File: config.mk
export PLATFORM = sky130hd
export DESIGN_NAME = sspi_core
export DESIGN_NICKNAME = d
export VERILOG_FILES = /design/src/sspi_pkg.sv /design/src/sspi_clkgen.sv /design/src/sspi_core.sv /design/src/sspi_shifter.sv
export VERILOG_INCLUDE_DIRS = /design/src
export SDC_FILE = /design/constraint.sdc
export NUM_CORES = 1
export LEC_CHECK = 0
export ABC_AREA = 1
export BUFFER_PORTS_ARGS = -buffer_cell sky130_fd_sc_hd__buf_4
export CORE_MARGIN = 4
export CORE_UTILIZATION = 54
export DETAILED_ROUTE_END_ITERATION = 10
export HOLD_SLACK_MARGIN = 0.02
export PLACE_DENSITY = 0.84
export SYNTH_ARGS = -nofsm -noshare
export SYNTH_HDL_FRONTEND = slang
export SYNTH_HIERARCHICAL = 1
export SYNTH_SLANG_ARGS = --single-unit
File: constraint.sdc
create_clock -name clk_sys -period 3.5 [get_ports clk_sys]
set_clock_uncertainty 0.1 [all_clocks]
set_input_delay 0.7 -clock clk_sys [delete_from_list [all_inputs] [get_ports clk_sys]]
set_output_delay 0.7 -clock clk_sys [all_outputs]
set_load 0.05 [all_outputs]
File: src/sspi_defs.svh
// Register offsets, field positions, reset values and mode codes of the serial module
`ifndef SSPI_DEFS_SVH
`define SSPI_DEFS_SVH
`define SSPI_OFS_CTRL0 4'h0
`define SSPI_OFS_CTRL1 4'h4
`define SSPI_OFS_CTRL2 4'h8
`define SSPI_OFS_DATA 4'hC
`define SSPI_CTRL0_RST 8'hE0
`define SSPI_CTRL2_RST 8'h00
`define SSPI_DATA_RST 8'h00
`define SSPI_C0_MODE_HI 7
`define SSPI_C0_MODE_LO 5
`define SSPI_C0_DEB_HI 3
`define SSPI_C0_DEB_LO 2
`define SSPI_C0_EN 1
`define SSPI_C0_ICF 0
`define SSPI_C2_POL 5
`define SSPI_C2_EDGE 4
`define SSPI_C2_ORDER 3
`define SSPI_C2_CHIP_SELECT_ENABLE 2
`define SSPI_C2_WRITE_COLLISION_FLAG 1
`define SSPI_C2_TRF 0
`define SSPI_C0_WMASK 8'hEF
`define SSPI_MODE_DIV4 3'h0
`define SSPI_MODE_DIV16 3'h1
`define SSPI_MODE_DIV64 3'h2
`define SSPI_MODE_SUB 3'h3
`define SSPI_MODE_TMR 3'h4
`define SSPI_MODE_SLAVE 3'h5
`define SSPI_MODE_TWI 3'h6
`define SSPI_HALF_DIV4 8'h01
`define SSPI_HALF_DIV16 8'h07
`define SSPI_HALF_DIV64 8'h1F
`define SSPI_BITS 4'h8
`define SSPI_RESP_OKAY 2'h0
`define SSPI_RESP_SLVERR 2'h2
`endif

File: src/sspi_pkg.sv
// Types shared by the serial module files
package sspi_pkg;
  typedef enum logic [3:0] {
    SSPI_IDLE = 4'h1,
    SSPI_LEAD = 4'h2,
    SSPI_TRAIL = 4'h4,
    SSPI_DONE = 4'h8
  } sspi_state_t;
endpackage

File: src/sspi_clkgen.sv
// Master serial clock tick generator: half-period ticks per selected source
`timescale 1ns/1ps
`include "sspi_defs.svh"
module sspi_clkgen (
  input wire logic clk_sys,
  input wire logic reset_n,
  input wire logic run,
  input wire logic [2:0] mode,
  input wire logic sub_clk,
  input wire logic tmr_match,
  output logic tick
);
  logic [7:0] cnt_reg;
  logic [7:0] half;
  logic sub_d_reg;
  logic ext_ev;

  always_comb begin
    unique case (mode)
      `SSPI_MODE_DIV16: half = `SSPI_HALF_DIV16;
      `SSPI_MODE_DIV64: half = `SSPI_HALF_DIV64;
      default: half = `SSPI_HALF_DIV4;
    endcase
  end

  // Sub-clock: each edge is one half period; timer: each match is one half period
  assign ext_ev = (mode == `SSPI_MODE_SUB) ? (sub_clk != sub_d_reg) : tmr_match;

  always_ff @(posedge clk_sys) begin
    if (!reset_n) begin
      sub_d_reg <= 1'b0;
    end else begin
      sub_d_reg <= sub_clk;
    end
  end

  always_ff @(posedge clk_sys) begin
    if (!reset_n || !run) begin
      cnt_reg <= 8'h00;
    end else if (cnt_reg == half) begin
      cnt_reg <= 8'h00;
    end else begin
      cnt_reg <= cnt_reg + 8'h01;
    end
  end

  always_comb begin
    if (mode == `SSPI_MODE_SUB || mode == `SSPI_MODE_TMR) begin
      tick = run && ext_ev;
    end else begin
      tick = run && (cnt_reg == half);
    end
  end
endmodule

File: src/sspi_core.sv
// Serial module SPI core with AXI4-Lite register slave
//
// Design decisions made here: the AXI4-Lite interface to the registers and the register addresses.
`timescale 1ns/1ps
`include "sspi_defs.svh"
module sspi_core (
  input wire logic clk_sys,
  input wire logic reset_n,
  input wire logic [3:0] s_axi_awaddr,
  input wire logic s_axi_awvalid,
  output logic s_axi_awready,
  input wire logic [31:0] s_axi_wdata,
  input wire logic [3:0] s_axi_wstrb,
  input wire logic s_axi_wvalid,
  output logic s_axi_wready,
  output logic [1:0] s_axi_bresp,
  output logic s_axi_bvalid,
  input wire logic s_axi_bready,
  input wire logic [3:0] s_axi_araddr,
  input wire logic s_axi_arvalid,
  output logic s_axi_arready,
  output logic [31:0] s_axi_rdata,
  output logic [1:0] s_axi_rresp,
  output logic s_axi_rvalid,
  input wire logic s_axi_rready,
  input wire logic sub_clk,
  input wire logic tmr_match,
  input wire logic sck_in,
  output logic sck_out,
  output logic sck_oe,
  input wire logic sdi,
  output logic sdo,
  output logic sdo_oe,
  input wire logic scs_n_in,
  output logic scs_n_out,
  output logic scs_n_oe,
  output logic done_pulse
);
  logic [7:0] ctrl0_reg;
  logic [7:0] ctrl1_reg;
  logic [7:0] ctrl2_reg;
  logic [7:0] data_reg;
  sspi_pkg::sspi_state_t state_reg;
  logic [3:0] bits_reg;
  logic sck_reg;
  logic sck_d_reg;
  logic scs_d_reg;
  logic aw_hold_reg;
  logic w_hold_reg;
  logic [3:0] awaddr_reg;
  logic [7:0] wbyte_reg;
  logic wr_go;
  logic wr_data;
  logic [2:0] mode;
  logic enabled;
  logic is_master;
  logic is_slave;
  logic sel_active;
  logic tick;
  logic edge_lead;
  logic edge_trail;
  logic sample;
  logic shift;
  logic start;
  logic finish;
  logic abort;
  logic sh_load;
  logic [7:0] sh_data;
  logic sh_dout;
  logic cpha;
  logic [7:0] rd_word;
  logic armed_reg;

  assign mode = ctrl0_reg[`SSPI_C0_MODE_HI:`SSPI_C0_MODE_LO];
  assign enabled = ctrl0_reg[`SSPI_C0_EN];
  // Two-wire and unused codes leave this core idle; registers stay shared
  assign is_master = enabled && (mode <= `SSPI_MODE_TMR);
  assign is_slave = enabled && (mode == `SSPI_MODE_SLAVE);
  assign sel_active = !ctrl2_reg[`SSPI_C2_CHIP_SELECT_ENABLE] || !scs_d_reg;
  assign cpha = ctrl2_reg[`SSPI_C2_EDGE] ^ ctrl2_reg[`SSPI_C2_POL];

  function automatic logic [7:0] lane(input logic [31:0] w, input logic [7:0] old, input logic s);
    lane = s ? w[7:0] : old;
  endfunction

  // AXI4-Lite write channel: address and data taken in either order
  assign wr_go = aw_hold_reg && w_hold_reg && !s_axi_bvalid;
  assign wr_data = wr_go && (awaddr_reg == `SSPI_OFS_DATA);

  always_ff @(posedge clk_sys) begin
    if (!reset_n) begin
      aw_hold_reg <= 1'b0;
      w_hold_reg <= 1'b0;
      awaddr_reg <= 4'h0;
      wbyte_reg <= 8'h00;
      s_axi_awready <= 1'b0;
      s_axi_wready <= 1'b0;
      s_axi_bvalid <= 1'b0;
      s_axi_bresp <= `SSPI_RESP_OKAY;
    end else begin
      s_axi_awready <= !aw_hold_reg && !s_axi_awready && s_axi_awvalid;
      s_axi_wready <= !w_hold_reg && !s_axi_wready && s_axi_wvalid;
      if (s_axi_awready && s_axi_awvalid) begin
        aw_hold_reg <= 1'b1;
        awaddr_reg <= {s_axi_awaddr[3:2], 2'h0};
      end
      if (s_axi_wready && s_axi_wvalid) begin
        w_hold_reg <= 1'b1;
        wbyte_reg <= lane(s_axi_wdata, 8'h00, s_axi_wstrb[0]);
      end
      if (wr_go) begin
        aw_hold_reg <= 1'b0;
        w_hold_reg <= 1'b0;
        s_axi_bvalid <= 1'b1;
        s_axi_bresp <= `SSPI_RESP_OKAY;
      end else if (s_axi_bvalid && s_axi_bready) begin
        s_axi_bvalid <= 1'b0;
      end
    end
  end

  // Link state machine
  assign start = (state_reg == sspi_pkg::SSPI_IDLE) && ((is_master && wr_data)
                 || (is_slave && sel_active && (sck_d_reg != sck_in)));
  assign abort = is_slave && ctrl2_reg[`SSPI_C2_CHIP_SELECT_ENABLE] && scs_d_reg
                 && (state_reg != sspi_pkg::SSPI_IDLE) && (state_reg != sspi_pkg::SSPI_DONE);

  always_ff @(posedge clk_sys) begin
    if (!reset_n) begin
      sck_d_reg <= 1'b0;
      scs_d_reg <= 1'b1;
    end else begin
      sck_d_reg <= sck_in;
      scs_d_reg <= scs_n_in;
    end
  end

  // Output pin lags the shifter by one cycle; a lead edge right after start would sample a stale bit
  always_ff @(posedge clk_sys) begin
    if (!reset_n) begin
      armed_reg <= 1'b0;
    end else begin
      armed_reg <= (state_reg != sspi_pkg::SSPI_IDLE);
    end
  end

  // Master: internal ticks toggle the clock; slave: edges of the external clock
  always_comb begin
    edge_lead = 1'b0;
    edge_trail = 1'b0;
    if (is_master) begin
      edge_lead = tick && armed_reg && (state_reg == sspi_pkg::SSPI_LEAD);
      edge_trail = tick && (state_reg == sspi_pkg::SSPI_TRAIL);
    end else if (is_slave && sel_active) begin
      edge_lead = (sck_in != sck_d_reg) && (sck_in == !ctrl2_reg[`SSPI_C2_POL]);
      edge_trail = (sck_in != sck_d_reg) && (sck_in == ctrl2_reg[`SSPI_C2_POL]);
    end
  end

  // Edge select picks which clock edge samples; the other edge shifts
  assign sample = cpha ? edge_trail : edge_lead;
  assign shift = cpha ? (edge_lead && bits_reg != 4'h0) : edge_trail;
  assign finish = (bits_reg == `SSPI_BITS) && (state_reg != sspi_pkg::SSPI_IDLE)
                  && (state_reg != sspi_pkg::SSPI_DONE);

  always_ff @(posedge clk_sys) begin
    if (!reset_n || !enabled) begin
      state_reg <= sspi_pkg::SSPI_IDLE;
      bits_reg <= 4'h0;
      sck_reg <= 1'b0;
    end else begin
      unique case (state_reg)
        sspi_pkg::SSPI_IDLE: begin
          sck_reg <= ctrl2_reg[`SSPI_C2_POL];
          bits_reg <= 4'h0;
          // A slave starts on the external lead edge itself, so it next waits for a trail edge
          if (start) begin
            state_reg <= is_slave ? sspi_pkg::SSPI_TRAIL : sspi_pkg::SSPI_LEAD;
          end
        end
        sspi_pkg::SSPI_LEAD: begin
          if (abort) begin
            state_reg <= sspi_pkg::SSPI_DONE;
          end else if (finish) begin
            state_reg <= sspi_pkg::SSPI_DONE;
          end else if (edge_lead) begin
            if (is_master) begin
              sck_reg <= !sck_reg;
            end
            state_reg <= sspi_pkg::SSPI_TRAIL;
          end
        end
        sspi_pkg::SSPI_TRAIL: begin
          if (abort) begin
            state_reg <= sspi_pkg::SSPI_DONE;
          end else if (edge_trail) begin
            if (is_master) begin
              sck_reg <= !sck_reg;
            end
            bits_reg <= bits_reg + 4'h1;
            state_reg <= sspi_pkg::SSPI_LEAD;
          end
        end
        sspi_pkg::SSPI_DONE: begin
          state_reg <= sspi_pkg::SSPI_IDLE;
        end
      endcase
    end
  end

  // Master loads on the data write; an idle slave keeps its first bit at the shifter output while deselected, with sdo_oe low
  assign sh_load = (state_reg == sspi_pkg::SSPI_IDLE)
                   && (is_master ? wr_data : (wr_data || (is_slave && !sel_active)));

  sspi_shifter u_shifter (
    .clk_sys(clk_sys),
    .reset_n(reset_n),
    .load(sh_load),
    .load_data(wr_data ? wbyte_reg : data_reg),
    .lsb_first(!ctrl2_reg[`SSPI_C2_ORDER]),
    .sample(sample),
    .shift(shift),
    .din(sdi),
    .dout(sh_dout),
    .data(sh_data)
  );

  sspi_clkgen u_clkgen (
    .clk_sys(clk_sys),
    .reset_n(reset_n),
    .run(is_master && (state_reg == sspi_pkg::SSPI_LEAD || state_reg == sspi_pkg::SSPI_TRAIL)),
    .mode(mode),
    .sub_clk(sub_clk),
    .tmr_match(tmr_match),
    .tick(tick)
  );

  // Control and data registers; hardware set wins over software write
  always_ff @(posedge clk_sys) begin
    if (!reset_n) begin
      ctrl0_reg <= `SSPI_CTRL0_RST;
      ctrl1_reg <= 8'h00;
      ctrl2_reg <= `SSPI_CTRL2_RST;
      data_reg <= `SSPI_DATA_RST;
    end else begin
      if (wr_go && awaddr_reg == `SSPI_OFS_CTRL0) begin
        ctrl0_reg <= wbyte_reg & `SSPI_C0_WMASK;
      end
      if (wr_go && awaddr_reg == `SSPI_OFS_CTRL1) begin
        ctrl1_reg <= wbyte_reg;
      end
      if (wr_go && awaddr_reg == `SSPI_OFS_CTRL2) begin
        ctrl2_reg <= wbyte_reg;
      end
      if (wr_data) begin
        data_reg <= wbyte_reg;
        if (state_reg != sspi_pkg::SSPI_IDLE) begin
          ctrl2_reg[`SSPI_C2_WRITE_COLLISION_FLAG] <= 1'b1;
        end
      end
      if (finish) begin
        data_reg <= sh_data;
        ctrl2_reg[`SSPI_C2_TRF] <= 1'b1;
      end
      if (abort) begin
        ctrl0_reg[`SSPI_C0_ICF] <= 1'b1;
        ctrl2_reg[`SSPI_C2_TRF] <= 1'b1;
      end
    end
  end

  // Read channel
  always_comb begin
    unique case ({s_axi_araddr[3:2], 2'h0})
      `SSPI_OFS_CTRL0: rd_word = ctrl0_reg;
      `SSPI_OFS_CTRL1: rd_word = ctrl1_reg;
      `SSPI_OFS_CTRL2: rd_word = ctrl2_reg;
      default: rd_word = data_reg;
    endcase
  end

  always_ff @(posedge clk_sys) begin
    if (!reset_n) begin
      s_axi_arready <= 1'b0;
      s_axi_rvalid <= 1'b0;
      s_axi_rdata <= 32'h00000000;
      s_axi_rresp <= `SSPI_RESP_OKAY;
    end else begin
      s_axi_arready <= !s_axi_arready && !s_axi_rvalid && s_axi_arvalid;
      if (s_axi_arready && s_axi_arvalid) begin
        s_axi_rvalid <= 1'b1;
        s_axi_rdata <= {24'h000000, rd_word};
        s_axi_rresp <= `SSPI_RESP_OKAY;
      end else if (s_axi_rvalid && s_axi_rready) begin
        s_axi_rvalid <= 1'b0;
      end
    end
  end

  // Pin drivers, all registered; one select pin only, extra selects use spare pins
  always_ff @(posedge clk_sys) begin
    if (!reset_n) begin
      sck_out <= 1'b0;
      sck_oe <= 1'b0;
      sdo <= 1'b0;
      sdo_oe <= 1'b0;
      scs_n_out <= 1'b1;
      scs_n_oe <= 1'b0;
      done_pulse <= 1'b0;
    end else begin
      sck_out <= sck_reg;
      sck_oe <= is_master;
      sdo <= sh_dout;
      sdo_oe <= is_master || (is_slave && sel_active);
      scs_n_out <= !(state_reg == sspi_pkg::SSPI_LEAD || state_reg == sspi_pkg::SSPI_TRAIL);
      scs_n_oe <= is_master && ctrl2_reg[`SSPI_C2_CHIP_SELECT_ENABLE];
      done_pulse <= finish || abort;
    end
  end
endmodule

File: src/sspi_shifter.sv
// Eight-bit full duplex shift register with selectable bit order
`timescale 1ns/1ps
`include "sspi_defs.svh"
module sspi_shifter (
  input wire logic clk_sys,
  input wire logic reset_n,
  input wire logic load,
  input wire logic [7:0] load_data,
  input wire logic lsb_first,
  input wire logic sample,
  input wire logic shift,
  input wire logic din,
  output logic dout,
  output logic [7:0] data
);
  logic [7:0] sr_reg;
  logic in_bit_reg;

  assign dout = lsb_first ? sr_reg[0] : sr_reg[7];
  assign data = sr_reg;

  always_ff @(posedge clk_sys) begin
    if (!reset_n) begin
      in_bit_reg <= 1'b0;
    end else if (sample) begin
      in_bit_reg <= din;
    end
  end

  always_ff @(posedge clk_sys) begin
    if (!reset_n) begin
      sr_reg <= `SSPI_DATA_RST;
    end else if (load) begin
      sr_reg <= load_data;
    end else if (shift) begin
      if (lsb_first) begin
        sr_reg <= {in_bit_reg, sr_reg[7:1]};
      end else begin
        sr_reg <= {sr_reg[6:0], in_bit_reg};
      end
    end
  end
endmodule
* Yosys cells after proc, flatten, opt, wreduce, memory -nomap -nowiden *
Cells that the tools add are included.

storage, ports and cells
  word-level logic and storage cells = 198
  input bits = 56
  output and inout port bits = 48
  register bits = 93

cells by class
  $add $sub $neg = 2
  bitwise operators = 2
  magnitude comparators = 1
  reduce and logical (&&, ||, !) cells = 81
  equal/unequal tests = 31
  muxes and demuxes = 47

operator list
  operator                                                         number
  8-bit two-way mux                                                6
  1-bit logical AND                                                41
  4-bit two-way mux                                                8
  1-bit two-way mux                                                26
  8-bit case mux with 3 select lines                               1
  1-bit logical NOT                                                16
  4-bit case mux with 4 select lines                               1
  2-bit != test, second input constant                             6
  5-bit case mux with 2 select lines                               1
  2-bit nonzero test                                               5
  1-bit logical OR                                                 9
  8-bit by 1-bit adder with 8-bit output, second input constant    1
  4-bit == test, second input constant                             2
  8-bit by 5-bit == test with 1-bit output                         1
  4-bit != test, second input constant                             2
  4-bit case mux with 2 select lines                               1
  2-bit == test, second input constant                             3
  3-bit by 2-bit == test with 1-bit output, second input constant  2
  3-bit == test, second input constant                             2
  3-bit AND reduction                                              2
  6-bit AND reduction                                              1
  3-bit nonzero test                                               2
  4-bit by 1-bit adder with 4-bit output, second input constant    1
  2-bit by 1-bit == test with 1-bit output, second input constant  2
  18 further kinds                                                 22

* Depth between registers and ports, before layout *
Gate-level depths: netlist of the first run.

  depth after elaboration = 12
  gate-level depth with buffers = 19
  mapped depth without buffers = 19

* By module *
Netlist of the first run, hierarchy kept.

by module, submodules not included
  module        sequential area each (um^2)  cells an instance  area each (um^2)  instances
  sspi_core     1501.4                       496                3588.4            1
  sspi_shifter  180.2                        87                 538.0             1
  sspi_clkgen   180.2                        73                 523.0             1

* Worst setup path after synthesis of the first run *
No wires, ideal clock.

  kind = input port to flip-flop
  from = in sub_clk
  to = reg u_shifter.sr_reg[5] (netlist: u_shifter/data[5])
  arrival time = 2.335 ns
  path buffers = 0
  slack = 0.995 ns
  stages on the path = 16
  setup time = 0.070 ns
  cell sequence = xnor2_1 nand2_1 nand2_1 nand2_1 nand2_1 a21oi_1 nand2_1 inv_1 nand3_1 nand2_1 o21ai_0 o21ai_0 inv_2 nor2_8 nand3_1 a21oi_1

on the way
  longest elaborated chain between the ends = 10
  elaborated cells on any way between the ends = 12
  classes of those cells = eq/ne: 1; mux: 5; reduce/logical: 6

ends and longest elaborated chain
  element                                  RTL line            source
  start, declared                          sspi_core.sv:26     input wire logic sub_clk,
  1-bit != test (*)                        sspi_clkgen.sv:27   assign ext_ev = (mode == `SSPI_MODE_SUB) ? (sub_clk != sub_d_reg) : tmr_match;
  1-bit two-way mux (*)                    sspi_clkgen.sv:27
  1-bit logical AND (*)                    sspi_clkgen.sv:49   tick = run && ext_ev;
  1-bit two-way mux (*)                    sspi_clkgen.sv:48   if (mode == `SSPI_MODE_SUB || mode == `SSPI_MODE_TMR) begin
  via tick                                 sspi_core.sv:59     logic tick;
  1-bit logical AND (2 in series)          sspi_core.sv:152    edge_lead = tick && armed_reg && (state_reg == sspi_pkg::SSPI_LEAD);
  1-bit two-way mux                        sspi_core.sv:151    if (is_master) begin
  1-bit logical AND                        sspi_core.sv:162    assign shift = cpha ? (edge_lead && bits_reg != 4'h0) : edge_trail;
  1-bit two-way mux (*)                    sspi_core.sv:162
  via shift                                sspi_core.sv:63     logic shift;
  2-bit nonzero test (no source line) (*)  -
  end signal, assigned                     sspi_shifter.sv:32  sr_reg <= `SSPI_DATA_RST;
  end signal, assigned                     sspi_shifter.sv:34  sr_reg <= load_data;
  end signal, assigned                     sspi_shifter.sv:37  sr_reg <= {in_bit_reg, sr_reg[7:1]};
  end, declared                            sspi_shifter.sv:16  logic [7:0] sr_reg;

The timed path passes the listed nets; every way through them passes the cells marked *.
A chain may end at the register's enable or synchronous reset.

* Worst setup path in the final report of the first run *
  from = reg ctrl0_reg[6]
  to = reg u_shifter.sr_reg[4] (netlist: u_shifter/data[4])

on the way
  longest elaborated chain between the ends = 11
  elaborated cells on any way between the ends = 32
  classes of those cells = order compare: 1; eq/ne: 6; mux: 10; reduce/logical: 15

ends and longest elaborated chain
  element                                                                        RTL line                              source
  start, declared                                                                sspi_core.sv:39                       logic [7:0] ctrl0_reg;
  start signal, assigned                                                         sspi_core.sv:241                      ctrl0_reg <= `SSPI_CTRL0_RST;
  start signal, assigned                                                         sspi_core.sv:247                      ctrl0_reg <= wbyte_reg & `SSPI_C0_WMASK;
  3-bit by 2-bit == test with 1-bit output (tied with other cells)               sspi_clkgen.sv:19                     unique case (mode)
  5-bit case mux with 2 select lines or 1-bit logical AND (tied branches)        sspi_clkgen.sv:19, sspi_core.sv:77
  8-bit by 5-bit == test with 1-bit output or 1-bit logical AND (tied branches)  sspi_clkgen.sv:51, sspi_core.sv:231
  1-bit logical AND, on equally long branches                                    sspi_clkgen.sv:51, sspi_clkgen.sv:49
  1-bit two-way mux (*)                                                          sspi_clkgen.sv:48
  via tick                                                                       sspi_core.sv:59
  1-bit logical AND (2 in series)                                                sspi_core.sv:152
  1-bit two-way mux                                                              sspi_core.sv:151
  1-bit logical AND                                                              sspi_core.sv:162
  1-bit two-way mux (*)                                                          sspi_core.sv:162
  via shift                                                                      sspi_core.sv:63
  2-bit nonzero test (no source line) (*)                                        -

Marks and branches as above.

==> results of run 1 <==
==> final timing paths <==
| path | startpoint | to | slack (ns) | depth (start not counted) |
|---|---|---|---|---|
| setup reg to reg | ctrl0_reg[6]$_SDFFE_PN1P_ | u_shifter/data[4]$_SDFFE_PN0P_ | 0.55 | 16 |
| setup / recovery | ctrl0_reg[6]$_SDFFE_PN1P_ | u_shifter/data[4]$_SDFFE_PN0P_ | 0.55 | 16 |
| hold / removal | w_hold_reg$_SDFFE_PP0P_ | s_axi_wready$_SDFF_PN0_ | 0.34 | 1 |
| hold reg to reg | w_hold_reg$_SDFFE_PP0P_ | s_axi_wready$_SDFF_PN0_ | 0.34 | 1 |
==> routing by layer <==
metal / GRT usage / up-vias
li1: - / 2138
met1: 0.266 / 1915
met2: 0.363 / 146
met3: 0.0332 / 28
met4: 0.0839 / 0
met5: 0 / -
==> logic make-up after synthesis <==
kind of cell	share of synthesized area
XOR/XNOR	0.0188
adder cells (fa/ha/maj)	0.00807
flip-flops	0.400
buffers and inverters	0.123
AND/OR/NAND/NOR	0.292
other	0.000807
AO/OA/AOI/OAI	0.157
==> placed cells by master, fill, tap and decap left out, drive strengths merged, types with 2 or more instances in the layout <==
cell,n
nand3,31
nor2,77
clkinv,2
nand3b,4
xor2,6
nand4,2
xnor2,4
ha,3
inv,76
clkbuf,12
buf,45
nand2,178
a31oi,12
o22ai,2
conb,28
dfxtp,93
a21oi,56
nor3,6
o21ai,51
clkinvlp,2
a221oi,5
a211oi,2
==> worst reg2reg max path: stages (launching register included) <==
cell and delay (ns):
dfxtp_1 0.59, nand2_2 0.14, nand2_2 0.10, inv_2 0.04, a21oi_1 0.17, inv_1 0.06, a21oi_1 0.26, nand2_1 0.10
inv_1 0.06, nand3_1 0.11, nand2_1 0.14, o21ai_0 0.09, o21ai_0 0.40, inv_2 0.12, nor2_8 0.16, nand2_1 0.07
a21oi_1 0.15
==> area by class of cell <==
| cell class | instances | area, sq um | share of cell area |
|---|---|---|---|
| clock buffers | 12 | 135 | 0.0265 |
| well taps | 105 | 131 | 0.0258 |
| multi-input cells | 472 | 2320 | 0.454 |
| repair buffers | 45 | 338 | 0.0663 |
| flip-flops and latches | 93 | 1860 | 0.365 |
| inverters | 76 | 290 | 0.0569 |
| clock inverters | 4 | 25.0 | 0.00491 |
==> power groups by stage <==
stage	combinational, mW	clock (mW)	sequential (mW)
2_1_floorplan	0.141	0	1.13
3_3_place_gp	0.187	0	1.11
3_5_place_dp	0.190	0	1.11
4_1_cts	0.190	0.627	1.08
5_1_grt	0.206	0.672	1.09
6_report	0.192	0.616	1.08
==> through the flow <==
stage                      util  hold slack, ns
final                     0.614           0.336
after global routing      0.614           0.361
after CTS                 0.614           0.340
after detailed placement  0.595           0.328
after global placement    0.595           0.328
after floorplan               -           0.318
==> run summary, run 1 <==
Status -> complete, no violations
DP HPWL -> 7810 um
CTS H-tree lvls -> 3
Post-synth EDFFs -> 0
Final setup viols -> 0
Initial antenna violation count -> 0
N_diodes -> 0
Worst skew pair latency -> 0.36 ns
Rows -> 33
Cell taking the most area after synthesis -> dfxtp_1
Sequential area share after synthesis -> 0.400
# DRC -> 0
Die Area -> 10200 sq um
Pre-antenna DRT Iters -> 5
Post-layout min period -> 2.95 ns
DRT antenna net count -> 0
Worst setup EP type -> flip-flop
# port buffers -> 44
Worst EP required -> 3.68 ns
Die H -> 101 um
Via count -> 4227
Clock Path Buffers -> 2
Critical path data arrival time -> 3.12 ns
Synth Flop Type -> dfxtp_1
Hold Fails Final Rpt -> 0
CP top delay family -> compound AO/OA/AOI/OAI gates
Fin worst setup slack -> 0.554 ns
Buf+Inv Stages, Crit Path -> 4
Layout cells sized above 1 -> 0.157
Yosys top cell area share -> 0.400
Register share of total power -> 0.573
Vias per Instance -> 5.24
Slew Limit Fails -> 0
Post-route cell area -> 5100 sq um
Most common library cells after synthesis -> nand2_1 (163), dfxtp_1 (93), inv_1 (64)
Synth-to-layout area growth -> 9.66%
Vias in the first global route -> 3926
Sum Neg Setup Slack -> 0 ns
Gate power share -> 0.101
Gr ovfl total -> 0
RSZ-0062 raised after global routing -> no
Sw Share -> 0.274
Clk pwr share -> 0.326
Clk slew on worst S/H paths -> 0.09 ns
Ys async rst share -> 0
Nets -> 756
Highest clock rate -> 339 MHz
Final Power -> 1.89 mW
Startpoint class of the critical path -> flip-flop
Fill cells -> 746
Placed cells -> 791
Internal -> 1.37 mW
Place WS -> 0.599 ns
Slew headroom -> 0.635
Cells after Synth -> 656
Max IR drop VDD -> 314 uV
# resized after CTS -> 0
CTS tree -> built
Power per cell area -> 371 nW/um^2
Ys Warns -> 6
CP Class -> reg -> reg
Leak -> 2.34 nW
Post-synthesis register bit count -> 93
Met3 wire len -> 638 um
Largest cells by area after synthesis -> dfxtp_1 (40%), nand2_1 (13%), a21oi_1 (6.0%)
Period Utilization, post-route -> 0.842
Hold_buf cts -> 0
Die X-Extent -> 101 um
DR iter-0 viols -> 312
Class of the worst hold path -> reg -> reg
Slowest cell on crit path -> dfxtp_1
Initial core utilization -> 0.560
First-pass GRT wire length -> 17600 um
Met1 wire length -> 4470 um
Core footprint -> 8300 sq um
Routability Congestion -> 0.903
Post-CTS setup buffer count -> 0
Slew @ Worst Pin -> 0.546 ns
I/O pins -> 104
CTS root buffer -> clkbuf_8
Post-Layout Cell Count -> 807
Most numerous cell in the Yosys netlist -> nand2_1
Number of buffers created by CTS -> 9
WL/cell -> 13.0 um
CP max stage delay -> 0.59 ns
Worst-path fanout max -> 8
Max Used Layer -> met4
CTS Sinks -> 93
All-Layer GR Usage -> 0.212
Largest net degree at the start of global routing -> 56
Routed WL -> 10500 um
Library cells used by synthesis -> 40
Metal2 WL -> 5090 um
Dpl cell area -> 4940 sq um
Max Cap Viol -> 0
Mapped Area -> 4650 sq um
Syn avg cell area -> 7.09 sq um
Switching Power -> 0.519 mW
Crit-path cells -> nand2_2, nand2_2, inv_2, a21oi_1, inv_1, a21oi_1, nand2_1, inv_1, nand3_1, nand2_1, o21ai_0, o21ai_0, inv_2, nor2_8, nand2_1, a21oi_1
Note: power is estimated with default switching activity, not from simulation.
==> run 2, diff against run 1 <==
- clock period: 3.5 -> 2.84 ns (I/O delays scaled with it)
==> run 2 against run 1 <==
  * Combinational power is 23% higher
  * First-iteration DRC count is 26% lower
  * Die area stayed put
  * Fmax is 14% higher
  * Design area is 1.5% higher
  * Hold slack worse by 0.051 ns
==> run summary, run 2 (synthesis results as in run 1) <==
Worst skew pair latency -> 0.36 ns
Critical path's most frequent cell -> nand2_1
Worst-path fanout max -> 8
Die H -> 101 um
Worst EP required -> 3.03 ns
All-Layer GR Usage -> 0.215
Rows -> 33
Post-layout min period -> 2.59 ns
Max Cap Viol -> 0
Final hold slack -> 0.286 ns
Met3 wire len -> 604 um
Gr ovfl total -> 0
Startpoint class of the critical path -> flip-flop
Commonest non-fill, non-tap cells in the layout -> nand2_1 (163), dfxtp_1 (90), inv_1 (64)
Initial antenna violation count -> 0
Final Power -> 2.47 mW
Buf+Inv Stages, Crit Path -> 6
Met1 wire length -> 4400 um
Status -> complete, no violations
CTS Sinks -> 93
DR iter-0 viols -> 231
Worst Hold Path EP -> scs_d_reg$_SDFF_PN1_
Synth-to-layout area growth -> 11.4%
Number of buffers created by CTS -> 9
Hold Startpoint -> scs_n_in
Clock Path Buffers -> 2
Metal2 WL -> 5400 um
CP max stage delay -> 0.32 ns
First-pass GRT wire length -> 17700 um
Dpl cell area -> 4960 sq um
Sum Neg Setup Slack -> 0 ns
Core footprint -> 8300 sq um
Clk slew on worst S/H paths -> 0.09 ns
Vias per Instance -> 5.31
Hold_buf cts -> 0
DRT antenna net count -> 0
Most common cell after layout, fill and taps aside -> nand2_1
Nets -> 760
CTS root buffer -> clkbuf_8
Worst R2R Setup Slack -> 0.25 ns
Slowest cell on crit path -> dfxtp_1
Layout cells sized above 1 -> 0.170
Largest net degree at the start of global routing -> 30
CP top delay family -> simple AND/OR/NAND/NOR gates
Crit-path cells -> inv_1, nand2_1, nor2_8, inv_4, nand2_4, nand2_1, inv_1, nand2_1, a21oi_2, nand2_1, inv_1, nand3_1, nand2_1, o21ai_0, o21ai_0, buf_4, inv_2, nor2_8, nand2_1, a21oi_1
CTS tree -> built
Max Used Layer -> met4
WL/cell -> 13.2 um
Die Area -> 10200 sq um
Reg2reg start -> state_reg[0]$_SDFFE_PP1P_
Placed cells -> 794
RSZ-0062 raised after global routing -> no
Vias in the first global route -> 3970
# port buffers -> 44
R2R depth -> 20
Worst setup EP type -> flip-flop
Routability Congestion -> 0.895
Critical path data arrival time -> 2.78 ns
Worst reg2reg endpoint -> u_shifter/data[4]$_SDFFE_PN0P_
Class of the worst hold path -> in -> reg
Post-Layout Cell Count -> 811
CTS H-tree lvls -> 3
Post-route cell area -> 5180 sq um
Fill cells -> 744
Highest clock rate -> 385 MHz
Max IR drop VDD -> 409 uV
Finished Core Util -> 0.624
Slew @ Worst Pin -> 0.564 ns
Worst hold path depth -> 2
# DRC -> 0
Routed WL -> 10700 um
Power per cell area -> 478 nW/um^2
Die X-Extent -> 101 um
Leak -> 2.39 nW
N_diodes -> 0
Initial core utilization -> 0.560
CP Class -> reg -> reg
Fin worst setup slack -> 0.245 ns
Via count -> 4307
Place WS -> 0.168 ns
DP HPWL -> 8020 um
Slew headroom -> 0.623
I/O pins -> 104
Pre-antenna DRT Iters -> 5
Period Utilization, post-route -> 0.914
Slew Limit Fails -> 0
Final setup viols -> 0
Hold Fails Final Rpt -> 0
## run 2: cell types whose count changed in the layout (fill, tap and decap cells not counted), moves of 2 or more
cell	change
buf_4	+4
dfxtp_1	-3
dfxtp_2	+3
clkbuf_1	-2
clkinv_4	+2
## run 2: worst max path at each step
stage / from / to / slack, ns / cells past startpoint
after CTS: ctrl0_reg[6]$_SDFFE_PN1P_ / u_shifter/data[4]$_SDFFE_PN0P_ / 0.12 / 17
after global routing: state_reg[0]$_SDFFE_PP1P_ / u_shifter/data[4]$_SDFFE_PN0P_ / 0.003 / 20
after floorplan: state_reg[2]$_SDFFE_PP0P_ / u_shifter/data[5]$_SDFFE_PN0P_ / 0.38 / 18
final: state_reg[0]$_SDFFE_PP1P_ / u_shifter/data[4]$_SDFFE_PN0P_ / 0.25 / 20
after detailed placement: state_reg[2]$_SDFFE_PP0P_ / u_shifter/data[4]$_SDFFE_PN0P_ / 0.17 / 19
after global placement: ctrl0_reg[6]$_SDFFE_PN1P_ / u_shifter/data[5]$_SDFFE_PN0P_ / 0.25 / 17
## run 2: final cells by class
| class | instances | area (sq um) | share of cell area |
|---|---|---|---|
| repair buffers | 49 | 368 | 0.0710 |
| multi-input cells | 472 | 2320 | 0.448 |
| inverters | 76 | 290 | 0.0561 |
| well taps | 105 | 131 | 0.0254 |
| clock buffers | 11 | 141 | 0.0273 |
| flip-flops and latches | 93 | 1870 | 0.360 |
| clock inverters | 5 | 60.1 | 0.0116 |
## run 2: per-layer routing
metal	vias to the layer above	global-route usage
met4	0	0.108
met5	-	0
li1	2138	-
met2	148	0.364
met1	1994	0.263
met3	27	0.0360
## run 2: power by group
part / switching [mW] / internal, mW / leakage, nW
logic: 0.182 / 0.0554 / 1.53
registers: 0.0151 / 1.32 / 0.752
clock network: 0.467 / 0.433 / 0.0995
total: 0.664 / 1.81 / 2.39
## run 2: timing repair
item | in CTS | in global routing
endpoints found under the setup margin | 0 | 8
resized for setup | 0 | 4
buffers inserted | 0 | 1
